## config.mk

```make
export PLATFORM = sky130hd
export DESIGN_NAME = dtc_timer
export DESIGN_NICKNAME = d
export VERILOG_FILES = /design/src/core/dtc_pkg.sv /design/src/core/dtc_timer.sv /design/src/core/dtc_prescaler.sv
export SDC_FILE = /design/constraint.sdc
export NUM_CORES = 1
export LEC_CHECK = 0
export BUFFER_PORTS_ARGS = -buffer_cell sky130_fd_sc_hd__buf_4
export CAP_MARGIN = 25
export CORE_ASPECT_RATIO = 1.4
export CORE_MARGIN = 2
export CORE_UTILIZATION = 31
export CTS_CLUSTER_DIAMETER = 30
export DETAILED_ROUTE_END_ITERATION = 6
export SYNTH_ARGS = -nofsm -noshare
export SYNTH_HDL_FRONTEND = slang
export SYNTH_HIERARCHICAL = 1
export SYNTH_SLANG_ARGS = --single-unit
```

## constraint.sdc

```tcl
create_clock -name sys_clk_in -period 2.5 [get_ports sys_clk_in]
set_input_delay 0.75 -clock sys_clk_in [delete_from_list [all_inputs] [get_ports sys_clk_in]]
set_output_delay 0.75 -clock sys_clk_in [all_outputs]
set_load 0.005 [all_outputs]
```

## src/core/dtc_pkg.sv

```systemverilog
/*
 * Constants for the dual counter/timer block: register offsets, field positions, reset values
 * and prescale divide counts.
 * Assumes a 40 MHz system clock and a plain address/strobe register port.
 */
// Notes on behaviour
// - Mode 1 counts with the full 16-bit register pair and is enabled like mode 0.
// - Mode 2 uses the low byte as an 8-bit count and the high byte as its reload value.
// - On a low-byte wrap in mode 2 the overflow flag is set and the low byte reloads at once.
// - An enabled timer interrupt is raised whenever a counter overflow sets the overflow flag.
// - A reload never changes the high-byte reload value.
// - Timer 1 in mode 2 behaves like timer 0 with its own bytes, flag and interrupt.
// - A timer counts only with its run bit set, and with gating on also needs its input active; the split high byte uses the timer 1 run bit, ungated.
// - The gate input's active level comes from a programmable polarity bit.
// - Mode field: 00 13-bit, 01 16-bit, 10 8-bit reload, 11 timer 1 halt or timer 0 split.
`default_nettype none
package dtc_pkg;
   // ----------------------------------------
   // Register offsets
   // ----------------------------------------
   localparam logic [7:0] DTC_OFF_MODE = 8'h89;
   localparam logic [7:0] DTC_OFF_CLOCK = 8'h8E;
   localparam logic [7:0] DTC_OFF_CONTROL = 8'h88;
   localparam logic [7:0] DTC_OFF_EXTCFG = 8'hE4;
   localparam logic [7:0] DTC_OFF_T0_LOW = 8'h8A;
   localparam logic [7:0] DTC_OFF_T1_LOW = 8'h8B;
   localparam logic [7:0] DTC_OFF_T0_HIGH = 8'h8C;
   localparam logic [7:0] DTC_OFF_T1_HIGH = 8'h8D;
   localparam logic [7:0] DTC_OFF_IRQ_STAT = 8'hA0;
   localparam logic [7:0] DTC_OFF_IRQ_MASK = 8'hA1;
   // ----------------------------------------
   // Field positions
   // ----------------------------------------
   // Mode register, timer 0 in low nibble, timer 1 in high nibble
   localparam int DTC_MODE_T1_BASE = 4;
   localparam int DTC_MODE_GATE = 3;
   localparam int DTC_MODE_CSEL = 2;
   // Clock register
   localparam int DTC_CLK_T1_SEL = 3;
   localparam int DTC_CLK_T0_SEL = 2;
   // Control register
   localparam int DTC_CTL_T1_FLAG = 7;
   localparam int DTC_CTL_T1_RUN = 6;
   localparam int DTC_CTL_T0_FLAG = 5;
   localparam int DTC_CTL_T0_RUN = 4;
   // Ext input config
   localparam int DTC_EXT_POL1 = 7;
   localparam int DTC_EXT_POL0 = 3;
   // ----------------------------------------
   // Mode and prescale codes
   // ----------------------------------------
   localparam logic [1:0] DTC_MODE_13 = 2'h0;
   localparam logic [1:0] DTC_MODE_16 = 2'h1;
   localparam logic [1:0] DTC_MODE_RELOAD = 2'h2;
   localparam logic [1:0] DTC_MODE_SPLIT = 2'h3;
   localparam logic [1:0] DTC_PRE_DIV12 = 2'h0;
   localparam logic [1:0] DTC_PRE_DIV4 = 2'h1;
   localparam logic [1:0] DTC_PRE_DIV48 = 2'h2;
   localparam logic [1:0] DTC_PRE_EXT8 = 2'h3;
   localparam logic [5:0] DTC_DIV12 = 6'h0_c;
   localparam logic [5:0] DTC_DIV4 = 6'h0_4;
   localparam logic [5:0] DTC_DIV48 = 6'h3_0;
   localparam logic [5:0] DTC_DIV8 = 6'h0_8;
   // ----------------------------------------
   // Reset values
   // ----------------------------------------
   localparam logic [7:0] DTC_RST_BYTE = 8'h00;
   // Irq bits: 0 timer0 overflow, 1 timer1 overflow, 2 timer0 high-byte overflow (split)
   localparam int DTC_IRQ_W = 3;
endpackage : dtc_pkg
`default_nettype wire

```

## src/core/dtc_timer.sv

```systemverilog
/*
 * Two counter/timers with mode select, gating, clock select, prescaling and an
 * overflow interrupt with status/mask registers.
 * Assumes a plain register port with read data one cycle after the read strobe, and
 * asynchronous pins for event, gate and external clock inputs.
 */
// Chosen here: the plain strobed port.
`default_nettype none
module dtc_timer
   import dtc_pkg::*;
(
   // Clock and reset
   input wire logic sys_clk_in,
   input wire logic rst_in,
   // Register port
   input wire logic [7:0] addr_in,
   input wire logic [7:0] wdata_in,
   input wire logic wr_in,
   input wire logic rd_in,
   output logic [7:0] rdata_out,
   // Pins
   input wire logic timer0_event_pin_in,
   input wire logic timer1_event_pin_in,
   input wire logic ext_input_zero_in,
   input wire logic ext_input_one_in,
   input wire logic ext_clk_in,
   // Interrupt
   output logic irq_out
);
   // ----------------------------------------
   // State
   // ----------------------------------------
   typedef struct packed {
      logic [4:0] s1;
      logic [4:0] s2;
      logic [4:0] s3;
      logic [7:0] timer_mode_ctrl;
      logic [7:0] timer_clock_ctrl;
      logic [7:0] timer_control_reg;
      logic [7:0] ext_input_config;
      logic [7:0] timer0_low_byte;
      logic [7:0] timer0_high_byte;
      logic [7:0] timer1_low_byte;
      logic [7:0] timer1_high_byte;
      logic [DTC_IRQ_W-1:0] irq_stat;
      logic [DTC_IRQ_W-1:0] irq_mask;
      logic [7:0] rdata;
   } dtc_state_t;

   dtc_state_t st, next_st;
   logic pre_tick;
   logic [4:0] fall;

   // Count one step of a timer: returns {overflow, new high, new low}
   function automatic logic [16:0] dtc_step(input logic [1:0] mode, input logic [7:0] lo,
                                            input logic [7:0] hi);
      logic [16:0] r;
      logic [15:0] w;
      r = {1'b0, hi, lo};
      w = {hi, lo} + 16'h0_001;
      case (mode)
         DTC_MODE_13: begin
            if (lo[4:0] == 5'h1_f) begin
               r = {(hi == 8'hff), hi + 8'h01, 3'h0, 5'h0_0};
            end else begin
               r = {1'b0, hi, lo[7:5], lo[4:0] + 5'h0_1};
            end
         end
         DTC_MODE_16: r = {({hi, lo} == 16'hffff), w};
         DTC_MODE_RELOAD: begin
            if (lo == 8'hff) begin
               r = {1'b1, hi, hi};
            end else begin
               r = {1'b0, hi, lo + 8'h01};
            end
         end
         default: r = {(lo == 8'hff), hi, lo + 8'h01};
      endcase
      return r;
   endfunction : dtc_step

   // Gate qualification with programmable polarity
   function automatic logic dtc_run(input logic run, input logic gate, input logic pin,
                                    input logic pol);
      return run && (!gate || (pin == pol));
   endfunction : dtc_run

   // ----------------------------------------
   // Prescaler
   // ----------------------------------------
   dtc_prescaler u_pre (
      .sys_clk_in(sys_clk_in),
      .rst_in(rst_in),
      .prescale_select_in(st.timer_clock_ctrl[1:0]),
      .ext_clk_fall_in(fall[4]),
      .tick_out(pre_tick)
   );

   // Falling edges: bit 0 t0 pin, 1 t1 pin, 4 ext clock; 2,3 gate inputs
   assign fall = st.s3 & ~st.s2;

   // ----------------------------------------
   // Next state
   // ----------------------------------------
   logic [3:0] m0, m1;
   logic tick0, tick1, en0, en1, en0h;
   logic [16:0] r0, r1;
   logic [8:0] r0h;
   logic [DTC_IRQ_W-1:0] ev;

   always_comb begin
      next_st = st;
      m0 = st.timer_mode_ctrl[3:0];
      m1 = st.timer_mode_ctrl[7:4];
      // Synchronisers: s1 then s2, s3 only for edge detection
      next_st.s1 = {ext_clk_in, ext_input_one_in, ext_input_zero_in,
                    timer1_event_pin_in, timer0_event_pin_in};
      next_st.s2 = st.s1;
      next_st.s3 = st.s2;
      tick0 = m0[DTC_MODE_CSEL] ? fall[0] :
              (st.timer_clock_ctrl[DTC_CLK_T0_SEL] ? 1'b1 : pre_tick);
      tick1 = m1[DTC_MODE_CSEL] ? fall[1] :
              (st.timer_clock_ctrl[DTC_CLK_T1_SEL] ? 1'b1 : pre_tick);
      en0 = tick0 && dtc_run(st.timer_control_reg[DTC_CTL_T0_RUN], m0[DTC_MODE_GATE],
                             st.s2[2], st.ext_input_config[DTC_EXT_POL0]);
      // Split mode high byte runs from timer 1 run bit on the internal clock
      en0h = (m0[1:0] == DTC_MODE_SPLIT) && st.timer_control_reg[DTC_CTL_T1_RUN] &&
             (st.timer_clock_ctrl[DTC_CLK_T0_SEL] || pre_tick);
      en1 = tick1 && (m1[1:0] != DTC_MODE_SPLIT) &&
            dtc_run(st.timer_control_reg[DTC_CTL_T1_RUN], m1[DTC_MODE_GATE],
                    st.s2[3], st.ext_input_config[DTC_EXT_POL1]);
      r0 = dtc_step(m0[1:0], st.timer0_low_byte, st.timer0_high_byte);
      r1 = dtc_step(m1[1:0], st.timer1_low_byte, st.timer1_high_byte);
      r0h = {1'b0, st.timer0_high_byte} + 9'h0_01;
      ev = '0;
      if (en0) begin
         next_st.timer0_low_byte = r0[7:0];
         if (m0[1:0] != DTC_MODE_SPLIT) begin
            next_st.timer0_high_byte = r0[15:8];
         end
         ev[0] = r0[16];
      end
      if (en0h) begin
         next_st.timer0_high_byte = r0h[7:0];
         ev[2] = r0h[8];
      end
      if (en1) begin
         next_st.timer1_low_byte = r1[7:0];
         next_st.timer1_high_byte = r1[15:8];
         ev[1] = r1[16];
      end
      // Register writes
      if (wr_in) begin
         case (addr_in)
            DTC_OFF_MODE: next_st.timer_mode_ctrl = wdata_in;
            DTC_OFF_CLOCK: next_st.timer_clock_ctrl = wdata_in;
            DTC_OFF_CONTROL: next_st.timer_control_reg = wdata_in;
            DTC_OFF_EXTCFG: next_st.ext_input_config = wdata_in;
            DTC_OFF_T0_LOW: next_st.timer0_low_byte = wdata_in;
            DTC_OFF_T0_HIGH: next_st.timer0_high_byte = wdata_in;
            DTC_OFF_T1_LOW: next_st.timer1_low_byte = wdata_in;
            DTC_OFF_T1_HIGH: next_st.timer1_high_byte = wdata_in;
            DTC_OFF_IRQ_STAT: next_st.irq_stat = st.irq_stat & ~wdata_in[DTC_IRQ_W-1:0];
            DTC_OFF_IRQ_MASK: next_st.irq_mask = wdata_in[DTC_IRQ_W-1:0];
            default: ;
         endcase
      end
      // Hardware set wins over any clear
      if (ev[0] || ev[2]) begin
         next_st.timer_control_reg[DTC_CTL_T0_FLAG] = ev[0] ||
            next_st.timer_control_reg[DTC_CTL_T0_FLAG];
      end
      if (ev[1] || ev[2]) begin
         next_st.timer_control_reg[DTC_CTL_T1_FLAG] = 1'b1;
      end
      if (ev[0]) begin
         next_st.timer_control_reg[DTC_CTL_T0_FLAG] = 1'b1;
      end
      next_st.irq_stat = next_st.irq_stat | ev;
      // Register reads
      next_st.rdata = DTC_RST_BYTE;
      if (rd_in) begin
         case (addr_in)
            DTC_OFF_MODE: next_st.rdata = st.timer_mode_ctrl;
            DTC_OFF_CLOCK: next_st.rdata = st.timer_clock_ctrl;
            DTC_OFF_CONTROL: next_st.rdata = st.timer_control_reg;
            DTC_OFF_EXTCFG: next_st.rdata = st.ext_input_config;
            DTC_OFF_T0_LOW: next_st.rdata = st.timer0_low_byte;
            DTC_OFF_T0_HIGH: next_st.rdata = st.timer0_high_byte;
            DTC_OFF_T1_LOW: next_st.rdata = st.timer1_low_byte;
            DTC_OFF_T1_HIGH: next_st.rdata = st.timer1_high_byte;
            DTC_OFF_IRQ_STAT: next_st.rdata = {5'h0_0, st.irq_stat};
            DTC_OFF_IRQ_MASK: next_st.rdata = {5'h0_0, st.irq_mask};
            default: next_st.rdata = DTC_RST_BYTE;
         endcase
      end
   end

   // ----------------------------------------
   // Registers
   // ----------------------------------------
   always_ff @(posedge sys_clk_in) begin
      if (rst_in) begin
         st <= '0;
      end else begin
         st <= next_st;
      end
   end

   assign rdata_out = st.rdata;
   assign irq_out = |(st.irq_stat & st.irq_mask);

   // ----------------------------------------
   // Checks
   // ----------------------------------------
   a_reload_value: assert property (@(posedge sys_clk_in) disable iff (rst_in)
      (en0 && m0[1:0] == DTC_MODE_RELOAD && st.timer0_low_byte == 8'hff && !wr_in)
      |=> st.timer0_low_byte == $past(st.timer0_high_byte)) else $error("no reload");
   a_reload_keeps_high: assert property (@(posedge sys_clk_in) disable iff (rst_in)
      (en0 && m0[1:0] == DTC_MODE_RELOAD && !wr_in)
      |=> $stable(st.timer0_high_byte)) else $error("reload byte changed");
   a_reload_flag_set: assert property (@(posedge sys_clk_in) disable iff (rst_in)
      (en0 && m0[1:0] == DTC_MODE_RELOAD && st.timer0_low_byte == 8'hff)
      |=> st.timer_control_reg[DTC_CTL_T0_FLAG]) else $error("flag not set");
   a_t1_reload: assert property (@(posedge sys_clk_in) disable iff (rst_in)
      (en1 && m1[1:0] == DTC_MODE_RELOAD && st.timer1_low_byte == 8'hff && !wr_in)
      |=> st.timer1_low_byte == $past(st.timer1_high_byte)) else $error("t1 reload");
   a_full_wrap: assert property (@(posedge sys_clk_in) disable iff (rst_in)
      (en0 && m0[1:0] == DTC_MODE_16 && {st.timer0_high_byte, st.timer0_low_byte} == 16'hffff)
      |=> st.irq_stat[0]) else $error("16-bit wrap missed");
   a_run_needed: assert property (@(posedge sys_clk_in) disable iff (rst_in)
      (!st.timer_control_reg[DTC_CTL_T0_RUN] && !wr_in)
      |=> $stable(st.timer0_low_byte)) else $error("timer 0 ran while stopped");
   a_gate_polarity: assert property (@(posedge sys_clk_in) disable iff (rst_in)
      (m0[DTC_MODE_GATE] && st.s2[2] != st.ext_input_config[DTC_EXT_POL0])
      |-> !en0) else $error("gate ignored");
   a_t1_halt: assert property (@(posedge sys_clk_in) disable iff (rst_in)
      (m1[1:0] == DTC_MODE_SPLIT) |-> !en1) else $error("timer 1 ran in halt");
   a_irq_follows: assert property (@(posedge sys_clk_in) disable iff (rst_in)
      (ev[0] && st.irq_mask[0]) |=> irq_out) else $error("irq missing");
   a_event_count: assert property (@(posedge sys_clk_in) disable iff (rst_in)
      (m0[DTC_MODE_CSEL] && !fall[0]) |-> !en0) else $error("counted without edge");
   a_sysclk_sel: assert property (@(posedge sys_clk_in) disable iff (rst_in)
      (!m0[DTC_MODE_CSEL] && st.timer_clock_ctrl[DTC_CLK_T0_SEL] && !m0[DTC_MODE_GATE] &&
       st.timer_control_reg[DTC_CTL_T0_RUN] && m0[1:0] == DTC_MODE_16 && !wr_in)
      |=> st.timer0_low_byte == $past(st.timer0_low_byte) + 8'h01)
      else $error("system clock select ignored");

   c_reload: cover property (@(posedge sys_clk_in) en0 && m0[1:0] == DTC_MODE_RELOAD && r0[16]);
   c_t1_over: cover property (@(posedge sys_clk_in) ev[1]);
   c_irq: cover property (@(posedge sys_clk_in) irq_out);
   c_split: cover property (@(posedge sys_clk_in) ev[2]);
endmodule : dtc_timer
`default_nettype wire

```

## src/core/dtc_prescaler.sv

```systemverilog
/*
 * Prescaled count enable: one-cycle pulse every N system clocks, or every 8 falling
 * edges of the external clock.
 * Assumes ext_clk_fall_in is already synchronised and is a one-cycle pulse.
 */
`default_nettype none
module dtc_prescaler
   import dtc_pkg::*;
(
   // Clock and reset
   input wire logic sys_clk_in,
   input wire logic rst_in,
   // Control
   input wire logic [1:0] prescale_select_in,
   input wire logic ext_clk_fall_in,
   // Enable out
   output logic tick_out
);
   typedef struct packed {
      logic [5:0] cnt;
      logic tick;
   } dtc_pre_state_t;

   dtc_pre_state_t st, next_st;
   logic [5:0] limit;
   logic step;

   always_comb begin
      next_st = st;
      case (prescale_select_in)
         DTC_PRE_DIV12: limit = DTC_DIV12;
         DTC_PRE_DIV4: limit = DTC_DIV4;
         DTC_PRE_DIV48: limit = DTC_DIV48;
         default: limit = DTC_DIV8;
      endcase
      step = (prescale_select_in == DTC_PRE_EXT8) ? ext_clk_fall_in : 1'b1;
      next_st.tick = 1'b0;
      if (step) begin
         if (st.cnt >= limit - 6'h0_1) begin
            next_st.cnt = 6'h0_0;
            next_st.tick = 1'b1;
         end else begin
            next_st.cnt = st.cnt + 6'h0_1;
         end
      end
   end

   always_ff @(posedge sys_clk_in) begin
      if (rst_in) begin
         st <= '0;
      end else begin
         st <= next_st;
      end
   end

   assign tick_out = st.tick;

   a_pre_tick_single: assert property (@(posedge sys_clk_in) disable iff (rst_in)
      tick_out |=> !tick_out) else $error("prescale tick longer than one cycle");
endmodule : dtc_prescaler
`default_nettype wire

```

==> results.toml <==
[synthesis]
synthesis.area_um2 = 6042
synth_flop_cell = "dfxtp_1"
syn_nets = 802
yosys_register_bits = 98
postSynthAreaPerCell_um2 = 7.888
ys_async_sr_fraction = 0
synth_edf_count = 0
synthDistinctLibCells = 79
ys_warn_count = 6
ys_seq_area_frac = 0.3247
synthCells = 766

[sta]
final-setup-viol-count = 0
report.final.slew_viol_count = 0
hold_viol = 0
slew_headroom = 0.4739
fin_crit_ns = 2.229
holdWs_ns = 0.4388
fin_ws_ns = 0.2714
clock.fmax_ghz = 0.4487
rsz0062_at_grt = "no"
tightest_slew_ns = 0.7884
finClkSkew_ns = 0.009107
min_period_over_period = 0.8914

[placement]
io_buffers = 33
dpl.hpwl_um = 16010
place.gp.congestion = 0.9407
pre_cts_ws_ns = -0.03798
dp_cells = 1042
postPlaceCellArea_um2 = 6803

[floorplanning]
start_util = 0.3156
boundaryPins = 34
num_rows = 60
die_area_um2 = 20640
chipHeight_um = 169.2
die_x_um = 122.0
core_um2 = 19140

[global_route]
grt_start_max_net_pins = 79
antenna_found_initial = 0
grt_pass1_vias = 6043
grt-ovfl-total = 0
grt_usage = 0.2140
grt_pass1_wl_um = 34070

[clocking]
postCtsSetupRepairBufs = 0
path_clk_slew_ns = 0.07
clk_latency_ns = 0.34
cts_tree = "done"
cts.repair.resized = 0
clock-sinks = 98
ctsHoldBuffers = 0
cts_htree_levels = 3
ctsRootBufferMaster = "clkbuf_16"
cts-buffers-inserted = 9
cts_buffer_depth = 2

[critical_path]
rr_endpoint = "st[32]"
critPathMaxStageDelay_ns = 0.55
r2r-start = "st[39]"
cp.arrival_ns = 2.44
reg2reg_depth = 8
worstPathCellList = "buf_4 -> or4b_1 -> nor3_1 -> buf_4 -> nand2_1 -> a21oi_1 -> a21oi_1"
crit_required_ns = 2.71
start_kind = "primary input"
cp-end-kind = "register"
crit_fanout = 8
critPathKind = "primary input to register"
cp_slowest_cell = "or4b_1"
regToRegSetupSlack_ns = 0.30

[power_and_ir_drop]
peakVddDrop_mv = 0.2787
power.density_nw_per_um2 = 459.1
p_leak_nw = 2.581

[layout]
syn2layout_area_growth_pct = 17.62
instances_no_fill = 1058
final_common_cell = "dfxtp_1"
fin_nets = 841
drive_gt1_frac = 0.1531
final_cell_mix = "98 x dfxtp_1, 83 x buf_4, 68 x nand2_1"
finish.instance_area_um2 = 7107
n_antenna_cell = 0

[hold_path]
whs_path_depth = 1
min_to = "next_st[82]"
min_path_type = "register to register"
worstHoldStart = "next_st[87]"

[route]
drt-vias-per-instance = 5.841
drc = 0
ant_nets = 0
drt_iter0_drc = 628
wl_per_cell_um = 20.40
vias = 6180
wl_um = 21580
drtPass1Iterations = 6

[flow_run]
max-cap-violations = 0

[run_status]
status = "complete, no violations"
-- critical path, delay by kind of cell --
kind / cells / cell delay (ns)
AO/OA/AOI/OAI: 2 / 0.35
AND/OR/NAND/NOR: 3 / 1.01
buffers and inverters: 2 / 0.33
-- area by class of cell --
class | instances | area (um2)
fill | 2044 | 12040
clock inverter | 5 | 61.31
inverter | 19 | 71.32
sequential | 98 | 1962
tap | 248 | 310.3
multi-input combinational | 590 | 3756
clock buffer | 11 | 242.7
timing repair buffer | 87 | 703.2
-- routing by layer --
metal,track usage,wire length [um],vias to the layer above
met3,0.03595,1168,70
li1,-,-,2944
met2,0.3665,10670,247
met4,0.1224,1209,0
met5,0,0,-
met1,0.2494,8527,2919
-- worst max path at each step --
| stage | slack [ns] | startpoint | endpoint | cells past startpoint |
|---|---|---|---|---|
| after detailed placement | -0.04 | addr_in[5] | rdata_out[3] | 7 |
| after global routing | 0.12 | st[39] | st[37] | 8 |
| after floorplan | 0.19 | addr_in[5] | st[61] | 6 |
| after CTS | 0.31 | addr_in[5] | st[59] | 7 |
| after global placement | 0.02 | addr_in[5] | st[61] | 7 |
| final | 0.27 | addr_in[5] | st[59] | 7 |
-- synthesized netlist by cell type, drive strengths merged (7+ instances only) --
| cell | n | area, um2 |
|---|---|---|
| a211oi | 9 | 67.56 |
| a21oi | 65 | 329.1 |
| a221oi | 9 | 85.08 |
| a2bb2oi | 8 | 70.07 |
| a31oi | 18 | 112.6 |
| and3 | 10 | 62.56 |
| buf | 16 | 96.34 |
| clkbuf | 43 | 162.7 |
| dfxtp | 98 | 1962 |
| ha | 11 | 137.6 |
| inv | 19 | 71.32 |
| mux2i | 31 | 310.3 |
| nand2 | 69 | 261.5 |
| nand3 | 42 | 222.7 |
| nand4 | 17 | 106.4 |
| nor2 | 63 | 236.5 |
| nor2b | 23 | 143.9 |
| nor3 | 28 | 145.1 |
| nor4 | 9 | 77.57 |
| o21ai | 34 | 170.2 |
| or3 | 7 | 43.79 |
| xor2 | 9 | 78.83 |
-- logic make-up (layout without fill, tap and decap cells) --
kind of cell	Yosys count	in the layout	synth area share
other cells	1	1	0.0006207
simple gates	302	302	0.2611
flops	98	98	0.3247
mux	35	35	0.06067
fa+ha+maj	11	11	0.02278
compound gates	228	228	0.2566
buf+inv	78	122	0.05467
xor+xnor	13	13	0.01884
-- metrics by stage --
step / util / TNS [ns] / power (mW)
2_1_floorplan: - / 0 / 1.738
3_3_place_gp: 0.3554 / 0 / 1.858
3_5_place_dp: 0.3554 / -0.1170 / 1.857
4_1_cts: 0.3712 / 0 / 3.290
5_1_grt: 0.3712 / 0 / 3.372
6_report: 0.3712 / 0 / 3.263
-- flip-flops by register name, summed over array words and instances (netlist names) --
register and count:
st 65, next_st 10, rdata_out 8, u_pre/st 6, m0 4, m1 4, u_pre/tick_out 1
-- power breakdown --
group	total (mW)	switching, mW	internal (mW)
Sequential	1.59	0.0171	1.58
Combinational	0.228	0.141	0.0869
Clock	1.44	0.629	0.810
Total	3.26	0.787	2.48
Note: power is estimated with default switching activity, not from simulation.
